## src/ebca_pkg.sv

```systemverilog
// shared types and constants of the external bus control and arbitration block
// ----------------------------------------------------------------------------
// ----------------------------------------------------------------------------
package ebca_pkg;

  localparam int EBCA_WS_W = 5;
  localparam int EBCA_REGIONS = 4;
  localparam int EBCA_SEL_W = 2;
  localparam int EBCA_SEL_LSB = 30;
  localparam int EBCA_BEAT_W = 2;
  localparam int EBCA_BEAT_LSB = 2;

  typedef struct packed {
    logic [EBCA_WS_W-1:0] read_first_wait_count;
    logic [EBCA_WS_W-1:0] read_next_wait_count;
    logic [EBCA_WS_W-1:0] write_first_wait_count;
    logic [EBCA_WS_W-1:0] write_next_wait_count;
    logic [EBCA_WS_W-1:0] turnaround_wait_count;
    logic ready_en;
    logic burst_break_en;
    logic pipelined;
  } ebca_region_type;

  typedef struct packed {
    logic [31:0] addr;
    logic read;
    logic data;
    logic dma;
    logic priv;
    logic locked;
    logic lock_last;
    logic [EBCA_BEAT_W-1:0] beats;
  } ebca_req_type;

  typedef enum logic [2:0] {
    EBCA_IDLE,
    EBCA_ADDR,
    EBCA_DATA,
    EBCA_TURN,
    EBCA_HOLD,
    EBCA_YIELD
  } ebca_state_type;

  localparam logic [EBCA_WS_W-1:0] EBCA_CNT_ZERO = 5'h00;
  localparam logic [EBCA_WS_W-1:0] EBCA_CNT_ONE = 5'h01;
  localparam logic [EBCA_BEAT_W-1:0] EBCA_BEAT_ONE = 2'h1;

  function automatic logic [EBCA_WS_W-1:0] ebca_wait_count(input ebca_region_type r, input logic rd,
                                                            input logic first);
    if (rd) begin
      ebca_wait_count = first ? r.read_first_wait_count : r.read_next_wait_count;
    end else begin
      ebca_wait_count = first ? r.write_first_wait_count : r.write_next_wait_count;
    end
  endfunction : ebca_wait_count

endpackage : ebca_pkg

```

## src/ebca_region_sel.sv

```systemverilog
// region lookup: picks a region's wait and enable settings by address
`timescale 1ns/1ps
module ebca_region_sel
  import ebca_pkg::*;
(
  input wire logic [31:0] addr_in,
  input ebca_region_type region_cfg_in [EBCA_REGIONS],
  output ebca_region_type region_out
);

  always_comb begin
    region_out = region_cfg_in[addr_in[EBCA_SEL_LSB +: EBCA_SEL_W]];
  end

endmodule : ebca_region_sel

```

## src/ebca_bus_ctrl.sv

```systemverilog
// external bus control: transfer termination, strobes, transceiver control, lock and arbitration
//
`timescale 1ns/1ps
module ebca_bus_ctrl
  import ebca_pkg::*;
(
  input wire logic mclk_in,
  input wire logic arst_n_in,
  input ebca_region_type region_cfg_in [EBCA_REGIONS],
  input wire logic req_valid_in,
  input ebca_req_type req_in,
  output logic req_accept_out,
  output logic req_done_out,
  input wire logic ready_in,
  input wire logic burst_break_input_in,
  input wire logic hold_in,
  input wire logic bus_yield_input_in,
  input wire logic cpu_reset_in,
  output logic [31:0] addr_out,
  output logic address_strobe_out,
  output logic write_read_out,
  output logic wait_out,
  output logic final_transfer_flag_out,
  output logic transceiver_direction_out,
  output logic data_phase_enable_out,
  output logic lock_out,
  output logic bus_grant_ack_out,
  output logic pending_request_out,
  output logic data_or_code_out,
  output logic dma_out,
  output logic privileged_access_out,
  output logic bus_drive_out
);

  typedef struct packed {
    ebca_state_type st;
    logic rdy_m;
    logic rdy_s;
    logic bt_m;
    logic bt_s;
    logic hold_m;
    logic hold_s;
    logic yld_m;
    logic yld_s;
    logic crst_m;
    logic crst_s;
    ebca_req_type req;
    logic [EBCA_WS_W-1:0] cnt;
    logic [EBCA_BEAT_W-1:0] beat;
    logic strb;
    logic wt;
    logic fin;
    logic dtr;
    logic dpe;
    logic lock;
    logic gack;
    logic pend;
    logic wr;
    logic dc;
    logic dma;
    logic priv;
    logic drive;
    logic accept;
    logic done;
  } ebca_bus_state_type;

  ebca_bus_state_type state_q;
  ebca_bus_state_type state_d;
  ebca_region_type cur_region;
  ebca_region_type new_region;

  ebca_region_sel u_cur_region (
    .addr_in(state_q.req.addr),
    .region_cfg_in(region_cfg_in),
    .region_out(cur_region)
  );

  ebca_region_sel u_new_region (
    .addr_in(req_in.addr),
    .region_cfg_in(region_cfg_in),
    .region_out(new_region)
  );

  logic brk;
  logic beat_end;
  logic last_beat;
  logic take;
  logic keep_dpe;
  logic finish;

  always_comb begin
    state_d = state_q;
    take = 1'b0;
    keep_dpe = 1'b0;
    finish = 1'b0;
    // ------------------------------------------------------------------------
    // pin synchronisers
    // ------------------------------------------------------------------------
    state_d.rdy_m = ready_in;
    state_d.rdy_s = state_q.rdy_m;
    state_d.bt_m = burst_break_input_in;
    state_d.bt_s = state_q.bt_m;
    state_d.hold_m = hold_in;
    state_d.hold_s = state_q.hold_m;
    state_d.yld_m = bus_yield_input_in;
    state_d.yld_s = state_q.yld_m;
    state_d.crst_m = cpu_reset_in;
    state_d.crst_s = state_q.crst_m;
    state_d.strb = 1'b0;
    state_d.accept = 1'b0;
    state_d.done = 1'b0;

    // ------------------------------------------------------------------------
    // termination decode
    // ------------------------------------------------------------------------
    brk = cur_region.ready_en & cur_region.burst_break_en & state_q.bt_s;
    beat_end = !cur_region.ready_en || state_q.rdy_s || brk;
    last_beat = state_q.beat == state_q.req.beats;

    // ------------------------------------------------------------------------
    // sequencer
    // ------------------------------------------------------------------------
    case (state_q.st)
      EBCA_IDLE: begin
        if (state_q.hold_s) begin
          state_d.st = EBCA_HOLD;
        end else if (!state_q.crst_s && req_valid_in) begin
          take = 1'b1;
        end
      end
      EBCA_ADDR: begin
        if (state_q.yld_s) begin
          state_d.st = EBCA_YIELD;
        end else begin
          state_d.cnt = ebca_wait_count(cur_region, state_q.req.read, 1'b1);
          state_d.st = EBCA_DATA;
        end
      end
      EBCA_DATA: begin
        if (state_q.yld_s) begin
          state_d.st = EBCA_YIELD;
        end else if (state_q.cnt != EBCA_CNT_ZERO) begin
          state_d.cnt = state_q.cnt - EBCA_CNT_ONE;
        end else if (beat_end) begin
          if (last_beat) begin
            finish = 1'b1;
          end else begin
            state_d.beat = state_q.beat + EBCA_BEAT_ONE;
            state_d.req.addr[EBCA_BEAT_LSB +: EBCA_BEAT_W] =
              state_q.req.addr[EBCA_BEAT_LSB +: EBCA_BEAT_W] + EBCA_BEAT_ONE;
            if (brk) begin
              state_d.st = EBCA_ADDR;
              state_d.strb = 1'b1;
            end else begin
              state_d.cnt = ebca_wait_count(cur_region, state_q.req.read, 1'b0);
            end
          end
        end
      end
      EBCA_TURN: begin
        if (state_q.cnt == EBCA_CNT_ONE) begin
          state_d.st = EBCA_IDLE;
        end else begin
          state_d.cnt = state_q.cnt - EBCA_CNT_ONE;
        end
      end
      EBCA_HOLD: begin
        if (!state_q.hold_s) begin
          state_d.st = EBCA_IDLE;
        end
      end
      EBCA_YIELD: begin
        if (!state_q.yld_s) begin
          state_d.st = EBCA_ADDR;
          state_d.strb = 1'b1;
        end
      end
      default: begin
        state_d.st = EBCA_IDLE;
      end
    endcase

    // ------------------------------------------------------------------------
    // end of access and pipelined follow-on
    // ------------------------------------------------------------------------
    if (finish) begin
      state_d.done = 1'b1;
      if (state_q.req.lock_last) begin
        state_d.lock = 1'b0;
      end
      if (cur_region.turnaround_wait_count != EBCA_CNT_ZERO) begin
        state_d.st = EBCA_TURN;
        state_d.cnt = cur_region.turnaround_wait_count;
      end else if (!state_q.hold_s && !state_q.crst_s && req_valid_in && state_q.req.read &&
                   cur_region.pipelined && req_in.read && new_region.pipelined) begin
        take = 1'b1;
        keep_dpe = 1'b1;
      end else begin
        state_d.st = EBCA_IDLE;
      end
    end

    if (take) begin
      state_d.req = req_in;
      state_d.beat = '0;
      state_d.accept = 1'b1;
      state_d.st = EBCA_ADDR;
      state_d.strb = 1'b1;
      state_d.wr = req_in.read;
      state_d.dc = req_in.data;
      state_d.dma = req_in.dma;
      state_d.priv = req_in.priv;
      if (!state_q.dpe) begin
        state_d.dtr = req_in.read;
      end
      if (req_in.locked) begin
        state_d.lock = 1'b1;
      end
    end

    // ------------------------------------------------------------------------
    // device reset: bus idles, hold still honoured
    // ------------------------------------------------------------------------
    if (state_q.crst_s && state_q.st != EBCA_HOLD) begin
      state_d.st = state_q.hold_s ? EBCA_HOLD : EBCA_IDLE;
      state_d.strb = 1'b0;
      state_d.lock = 1'b0;
      state_d.accept = 1'b0;
      state_d.done = 1'b0;
      take = 1'b0;
      keep_dpe = 1'b0;
    end

    // ------------------------------------------------------------------------
    // outputs from next state
    // ------------------------------------------------------------------------
    state_d.wt = state_d.st == EBCA_DATA && state_d.cnt != EBCA_CNT_ZERO;
    state_d.fin = state_d.st == EBCA_DATA && state_d.cnt == EBCA_CNT_ZERO &&
                  state_d.beat == state_d.req.beats;
    state_d.dpe = state_d.st == EBCA_DATA || keep_dpe;
    state_d.gack = state_d.st == EBCA_HOLD;
    state_d.drive = state_d.st != EBCA_HOLD && state_d.st != EBCA_YIELD;
    // a request already accepted is no longer waiting
    state_d.pend = req_valid_in && !take && !state_q.accept;
  end

  always_ff @(posedge mclk_in or negedge arst_n_in) begin
    if (!arst_n_in) begin
      state_q <= '0;
    end else begin
      state_q <= state_d;
    end
  end

  assign addr_out = state_q.req.addr;
  assign address_strobe_out = state_q.strb;
  assign write_read_out = state_q.wr;
  assign wait_out = state_q.wt;
  assign final_transfer_flag_out = state_q.fin;
  assign transceiver_direction_out = state_q.dtr;
  assign data_phase_enable_out = state_q.dpe;
  assign lock_out = state_q.lock;
  assign bus_grant_ack_out = state_q.gack;
  assign pending_request_out = state_q.pend;
  assign data_or_code_out = state_q.dc;
  assign dma_out = state_q.dma;
  assign privileged_access_out = state_q.priv;
  assign bus_drive_out = state_q.drive;
  assign req_accept_out = state_q.accept;
  assign req_done_out = state_q.done;

endmodule : ebca_bus_ctrl

```

## config.mk

```make
export PLATFORM = sky130hd
export DESIGN_NAME = ebca_bus_ctrl
export DESIGN_NICKNAME = d
export VERILOG_FILES = /design/src/ebca_pkg.sv /design/src/ebca_region_sel.sv /design/src/ebca_bus_ctrl.sv
export SDC_FILE = /design/constraint.sdc
export NUM_CORES = 1
export LEC_CHECK = 0
export BUFFER_PORTS_ARGS = -buffer_cell sky130_fd_sc_hd__buf_2
export CELL_PAD_IN_SITES_DETAIL_PLACEMENT = 1
export CELL_PAD_IN_SITES_GLOBAL_PLACEMENT = 2
export CORE_ASPECT_RATIO = 0.75
export CORE_MARGIN = 1
export CORE_UTILIZATION = 28
export DETAILED_ROUTE_END_ITERATION = 7
export PLACE_DENSITY_LB_ADDON = 0.25
export SETUP_SLACK_MARGIN = 0.4
export SLEW_MARGIN = 25
export SYNTH_ARGS = -nofsm -noshare
export SYNTH_HDL_FRONTEND = slang
export SYNTH_SLANG_ARGS = --single-unit
```

## constraint.sdc

```tcl
create_clock -name mclk_in -period 4 [get_ports mclk_in]
set_input_delay 0.2 -clock mclk_in [delete_from_list [all_inputs] [get_ports mclk_in]]
set_output_delay 0.2 -clock mclk_in [all_outputs]
set_load 0.01 [all_outputs]
```

# After elaboration in Yosys (flattened, before gate mapping)
# Index checks and enable logic that the tools add are counted.
totals:
  register_bits: 71
  inputBits: 160
  output_inout_bits: 47
  elab_cells: 162
op_classes:
  add_sub_neg: 3
  n_lt_le_gt_ge: 2
  n_eq_ne: 16
  n_mux: 72
  bitwise: 5
  reduce_logical: 31
ops:
  columns: ["operator", "n"]
  rows:
  - ["$bmux 28 s2", 2]
  - ["$mux 28", 2]
  - ["$mux 3", 18]
  - ["$mux 5", 8]
  - ["$mux 1", 28]
  - ["$mux 8", 3]
  - ["$pmux 3 s6", 1]
  - ["$pmux 5 s3", 1]
  - ["$reduce_bool 5->1", 3]
  - ["$logic_and 1x1->1", 14]
  - ["$mux 2", 7]
  - ["$mux 12", 1]
  - ["$eq 3x2->1 const B", 3]
  - ["$eq 3x3->1 const B", 3]
  - ["$ne 3x3->1 const B", 3]
  - ["$ge 3x3->1 const B", 2]
  - ["$ne 2x1->1 const B", 3]
  - ["$not 2->3", 2]
  - ["$eq 5x1->1 const B", 1]
  - ["$logic_not 1->1", 5]
  - ["$logic_not 5->1", 1]
  - ["$reduce_and 5->1", 1]
  - ["$sub 5x1->5 const B", 1]
  - ["$add 2x1->2 const B", 2]
  - ["9 further kinds", 14]

# Longest topological paths before layout
# Gate-level depths: netlist of run 1.
logic_depth:
  depth_word: 20
  ltp_mapped: 12

# Cells and area by module
# A second synthesis of run 1 with hierarchy kept.
hier_totals:
  hier_cells: 397
  hier_area_um2: 5127.4
modules_own_cells:
  columns: ["mod", "instances", "cells_per_inst", "area_each_um2", "seq_area_each_um2"]
  rows:
  - ["ebca_bus_ctrl", 1, 329, 3673.5, 1751.7]
  - ["ebca_region_sel", 2, 34, 726.9, 0.0]

# Worst setup path after synthesis of run 1
# No wires, ideal clock.
synth_timing:
  path_kind: "flip-flop to flip-flop"
  start: "register state_q[17] in the netlist's numbering"
  end: "register state_q (netlist bit addr_out[0])"
  setup_time_ns: 0.127
  t_arrival_ns: 2.752
  slack_ns: 1.121
  stages_incl_launch_ff: 12
  path_buffers: 4
  path_cell_list: "dfrtp_1 -> clkbuf_1 -> inv_1 -> ha_1 -> or4b_1 -> clkbuf_1 -> nor3_2 -> o211ai_1 -> o31ai_4 -> buf_6 -> buf_6 -> mux2_1"
synth_via:
  elab_chain_cells: 5
synth_lines:
  columns: ["element", "line", "rtl"]
  rows:
  - ["start: declaration", "ebca_bus_ctrl.sv:67", "ebca_bus_state_type state_q;"]
  - ["start signal: assignment", "ebca_bus_ctrl.sv:251", "state_q <= state_d;"]
  - ["$reduce_bool 5->1", "ebca_bus_ctrl.sv:142", "end else if (state_q.cnt != EBCA_CNT_ZERO) begin"]
  - ["$mux 1", "ebca_bus_ctrl.sv:142", null]
  - ["$mux 1", "ebca_bus_ctrl.sv:140", "if (state_q.yld_s) begin"]
  - ["$mux 1", "ebca_bus_ctrl.sv:123", "case (state_q.st)"]
  - ["$mux 1", "ebca_bus_ctrl.sv:186", "if (finish) begin"]
# Every way passes these cells.
# A chain may end at the register's enable or synchronous reset.

# Worst setup path after layout of run 1
layout_timing:
  start: "register state_q[17] in the netlist's numbering"
  end: "register state_q (netlist bit transceiver_direction_out)"
layout_via:
  elab_chain_cells: 6
layout_lines:
  columns: ["element", "line"]
  rows:
  - ["$reduce_bool 5->1", "ebca_bus_ctrl.sv:142"]
  - ["$mux 1", "ebca_bus_ctrl.sv:142"]
  - ["$mux 1", "ebca_bus_ctrl.sv:140"]
  - ["$mux 1", "ebca_bus_ctrl.sv:123"]
  - ["$mux 1", "ebca_bus_ctrl.sv:186"]
  - ["$reduce_and 2->1 (no line)", null]
# Every way passes these cells.

==> flow_metrics.tcl, run 1 <==
set metrics [dict create \
    grt_use_total_pct 18.1 \
    cp_max_fo 35 \
    yosys_warnings 0 \
    hold_viol 13 \
    fin_nets 725 \
    num_io_pins 207 \
    largest_register_ffs 32 \
    status "finished with violations" \
    worstMarginPinSlew_ns 0.892 \
    fin_crit_sh_pct 82.8 \
    syn_to_final_growth_pct 30.2 \
    crit_required_ns 4.22 \
    power_density_nw_per_um2 527 \
    ctsHtreeMaxLevel 3 \
    arrival_ns 3.53 \
    place_area_um2 5430 \
    viasPerCell 4.95 \
    yosys-top-cells-area "dfrtp_1, mux4_2, mux2_2" \
    dr.pass1.iters 4 \
    seqCellArea_um2 1750 \
    grt_setup_unrepaired "false" \
    finalSetupViolCount 0 \
    post_cts_buffers 0 \
    ys_top_cells_by_count "dfrtp_1, buf_4, mux2_2, mux4_2, nand2_1" \
    antenna_cells 0 \
    insertion_delay_ns 0.33 \
    drive_above_1_share_pct 51.7 \
    grt_pass1_wl_mm 23.2 \
    vias 3823 \
    post_synth.cell_area_avg_um2 11.4 \
    synth_cell_types 62 \
    syn_inst 392 \
    power_mw 3.07 \
    synthFlopType "dfrtp_1" \
    ys_seq_area_share_pct 39.2 \
    antenna_left 0 \
    synth_most_common_cell "dfrtp_1" \
    die-area_um2 16500 \
    setup_tns_ns 0 \
    critPathCaptureType "register" \
    ys_ff_latch 70 \
    drt_iter0_drc 158 \
    worst-setup-path-type "register to register" \
    cts_tree "done" \
    die_y_um 111 \
    synth-edff-count 0 \
    wire_per_inst_um 18.2 \
    clockBufferDepth 2 \
    hpwl_mm 11.1 \
    clock-sinks 70 \
    skew_ns 0.00915 \
    num_rows 39 \
    failed_checks "hold timing" \
    maxSlewViolCount 0 \
    clkSlewWorstSetupHoldPaths_ns 0.06 \
    place_congestion 0.801 \
    worst_hold_path_type "input port to async pin" \
    antenna_found_initial 0 \
    ys_async_sr_fraction_pct 100 \
    drcViolationCount 0 \
    final.fill_count 1789 \
    syn_area_um2 4460 \
    maxSlewHeadroom_pct 40.5 \
    cts_root_buffer "clkbuf_16" \
    grt_pass1_vias 4302 \
    max_clock_freq_mhz 302 \
    drv_cap 0 \
    fp.dieW_um 148 \
    cts-resized-gates 0 \
    io_buffer_count 206 \
    start_util_pct 29.0 \
    start_kind "register" \
    min_period_ns 3.31 \
    overflow 0 \
    cts_hold_buf 5 \
    final_cell_area_um2 5810 \
    timing.hold.ws_ns -0.0227 \
    wirelength_mm 14.1 \
    cts_buffers 9 \
    synth_top_area_share_pct 39.2 \
    ir_drop_v 0.000242 \
    yosysTopAreaCell "dfrtp_1" \
    syn_nets 555 \
    total_leakage_power_nw 2.66 \
    multiInputGateArea_um2 2310 \
    coreArea_um2 15400 \
    grt_max_degree 71 \
]
[cells by family (layout without fill, tap and decap cells)]
logic type | after synthesis | count (layout) | synth area share [%]
fa+ha+maj | 4 | 4 | 1.07
xor+xnor | 8 | 8 | 1.57
mux | 80 | 80 | 26.4
simple gates | 102 | 102 | 12.3
buf+inv | 65 | 240 | 8.97
flops | 70 | 70 | 39.2
compound gates | 63 | 63 | 10.4
[path summary, 6_finish.rpt]
check / from / slack [ns] / cells past startpoint / end
max in group asynchronous: arst_n_in / 3.43 / 1 / addr_out[31]
min reg2reg: state_d[66] / 0.35 / 0 / state_q[66]
max reg2reg: state_q[17] / 0.69 / 9 / transceiver_direction_out
max: state_q[17] / 0.69 / 9 / transceiver_direction_out
min in group mclk_in: req_in[3] / 0.06 / 3 / lock_out
min: arst_n_in / -0.02 / 1 / addr_out[14]
[metal layers]
metal	global-route usage (%)	vias to the layer above	wire length, µm
met3	4.80	18	840
met4	5.77	0	247
li1	-	1776	-
met5	0	-	0
met1	23.3	1914	6270
met2	29.5	115	6720
[report_power, final]
part	internal, mW	total (mW)	leakage, nW	switching (mW)
clock network	0.608	0.910	0.159	0.303
logic	0.565	1.09	1.64	0.530
registers	0.869	1.06	0.860	0.191
[area by class of cell]
class	instances	area share (%)
inverters	7	0.452
well taps	205	4.41
flip-flops and latches	70	30.1
multi-input cells	257	39.8
clock inverters	6	1.89
clock buffers	10	3.94
repair buffers	217	19.4
[placed cells by master, fill, tap and decap left out, types with 8 or more instances in the layout]
cell and n:
mux2i_1 11, buf_2 205, o21ai_0 10, mux2_2 34, mux4_2 26, nor3b_1 8
nor3_1 10, mux2_1 9, dfrtp_1 70, clkbuf_16 9, a21oi_1 9, nand2_1 26
nor2_1 22
[metrics by stage]
| step | instances | utilization (%) | worst slack [ns] | hold WS (ns) |
|---|---|---|---|---|
| CTS | 772 | 37.7 | 0.685 | 0.0287 |
| global route | 772 | 37.7 | 0.429 | 0.0593 |
| detailed placement | 751 | 35.2 | 0.702 | 0.309 |
| floorplan | 392 | - | 1.12 | -0.0956 |
| finish | 772 | 37.7 | 0.688 | -0.0227 |
| global placement | 751 | 35.2 | 0.783 | 0.311 |
[critical path: stages, from the launching register on]
cell      delay (ns)
dfrtp_1         0.51
inv_1           0.16
ha_1            0.20
or4b_1          0.60
nor3_2          0.34
o211ai_1        0.26
o31ai_4         0.28
buf_4           0.43
nand2b_1        0.12
mux2_2          0.28
No activity file was read; power rests on OpenSTA's default activity.
==> run 2, diff against run 1 <==
--- a/config.mk
+++ b/config.mk
@@ -10,7 +10,7 @@
 export CELL_PAD_IN_SITES_GLOBAL_PLACEMENT = 2
 export CORE_ASPECT_RATIO = 0.75
 export CORE_MARGIN = 1
-export CORE_UTILIZATION = 28
+export CORE_UTILIZATION = 26
 export DETAILED_ROUTE_END_ITERATION = 7
 export PLACE_DENSITY_LB_ADDON = 0.25
 export SETUP_SLACK_MARGIN = 0.4
==> constraint.sdc (replaced) <==
create_clock -name mclk_in -period 2.9 [get_ports mclk_in]
set_input_delay 0.145 -clock mclk_in [delete_from_list [all_inputs] [get_ports mclk_in]]
set_output_delay 0.145 -clock mclk_in [all_outputs]
set_load 0.01 [all_outputs]
==> flow_metrics.tcl, run 2 (synthesized netlist as in run 1, its figures left out) <==
set metrics [dict create \
    io_buffer_count 206 \
    start_util_pct 26.5 \
    drcViolationCount 0 \
    maxSlewHeadroom_pct 38.6 \
    r2r_start "addr_out[30]" \
    fp.dieW_um 153 \
    cp_slowest_stage_delay_ns 0.52 \
    timing.hold.ws_ns 0.0308 \
    fin_nets 778 \
    total_leakage_power_nw 3.05 \
    viasPerCell 4.81 \
    wirelength_mm 15.4 \
    syn_to_final_growth_pct 49.0 \
    max_clock_freq_mhz 364 \
    grt_setup_unrepaired "true" \
    ir_drop_v 0.000341 \
    cpMaxStageDelayCell "mux4_2" \
    reg2reg_depth 7 \
    overflow 0 \
    grt_use_total_pct 17.5 \
    insertion_delay_ns 0.34 \
    coreArea_um2 16800 \
    power_density_nw_per_um2 700 \
    skew_ns 0.00859 \
    final.fill_count 1884 \
    largest_register_ffs 32 \
    clockBufferDepth 2 \
    grt_pass1_vias 4439 \
    grt_pass1_wl_mm 23.8 \
    antenna_left 0 \
    clkSlewWorstSetupHoldPaths_ns 0.06 \
    power_mw 4.66 \
    r2r-end "addr_out[13]" \
    crit_required_ns 3.12 \
    worst-setup-path-type "register to register" \
    hold_end "addr_out[7]" \
    drive_above_1_share_pct 62.6 \
    hpwl_mm 11.5 \
    critPathCaptureType "register" \
    start_kind "register" \
    die-area_um2 17700 \
    cts_tree "done" \
    arrival_ns 2.97 \
    clock-sinks 70 \
    hold_viol 0 \
    worst_hold_path_type "input port to register" \
    antenna_found_initial 0 \
    num_io_pins 207 \
    dr.pass1.iters 4 \
    drv_cap 0 \
    r2r_setup_slack_ns 0.15 \
    vias 4016 \
    min_from "req_in[15]" \
    drt_iter0_drc 140 \
    status "finished, final reports clean" \
    final_common_cell "buf_2" \
    final_util_pct 39.5 \
    finalSetupViolCount 0 \
    seqCellArea_um2 1750 \
    cts_root_buffer "clkbuf_16" \
    fin_crit_sh_pct 94.8 \
    wire_per_inst_um 18.5 \
    holdPathStages 2 \
    num_rows 41 \
    grt_max_degree 71 \
    place_congestion 0.859 \
    min_period_ns 2.75 \
    multiInputGateArea_um2 2560 \
    crit_chain "mux4_2 -> or2_1 -> or4_4 -> o31ai_4 -> buf_6 -> buf_12 -> mux2_2" \
    setup_slack_ns 0.151 \
    cp_max_fo 8 \
    most-common-layout-cells "buf_2, dfrtp_1, buf_4" \
    worstMarginPinSlew_ns 0.921 \
    maxSlewViolCount 0 \
    cts_buffers 9 \
    ctsHtreeMaxLevel 3 \
    die_y_um 115 \
    antenna_cells 0 \
    place_worst_setup_slack_ns -0.0419 \
]
run 2: worst max-delay path by stage:
stage,startpoint,to,slack (ns),cells past startpoint
floorplan,state_q[17],addr_out[0],0.1,11
global placement,addr_out[30],addr_out[19],0.05,6
detailed placement,addr_out[30],addr_out[16],-0.04,6
CTS,addr_out[30],data_phase_enable_out,0.11,9
global route,addr_out[30],data_phase_enable_out,0.07,9
finish,addr_out[30],addr_out[13],0.15,7
run 2: repair_timing:
action	CTS	global route
resized for setup	25	41
hold buffers	7	1
setup endpoints to repair	56	55
setup buffers	11	10
hold endpoints to repair	76	1
pin swaps	5	16
cloned	2	3
run 2: worst max-delay path: cells and delay by family, from the launching register on:
family,cells,cell delay [ns]
compound gates,1,0.28
mux,2,0.86
buf+inv,2,0.34
simple gates,2,0.72
flops,1,0.42
run 2: report_power, final:
group	internal [mW]	leakage (nW)	total (mW)	switching, mW
combinational	1.15	2.04	2.16	1.01
clock	0.695	0.149	1.15	0.452
sequential	1.20	0.858	1.35	0.152
total	3.04	3.05	4.66	1.61
run 2: layer usage:
| layer | up-vias | track usage (%) | share of wire, % |
|---|---|---|---|
| li1 | 1881 | - | - |
| met1 | 2023 | 22.4 | 45 |
| met2 | 97 | 29.8 | 49 |
| met3 | 15 | 4.00 | 4.7 |
| met4 | 0 | 4.65 | 1.0 |
| met5 | - | 0 | 0 |
run 2: cell type report:
cell class | count | share of cell area [%]
multi-input combinational | 257 | 38.6
sequential | 70 | 26.4
timing repair buffer | 270 | 25.9
tap | 215 | 4.05
clock buffer | 10 | 3.59
clock inverter | 6 | 1.03
inverter | 7 | 0.470
run 2: through the flow:
stage	cells	instance area [µm²]	setup TNS [ns]
final	835	6650	0
after global routing	835	6650	0
after CTS	821	6340	0
after detailed placement	785	5730	-0.583
after floorplan	392	4560	0
after global placement	785	5730	0
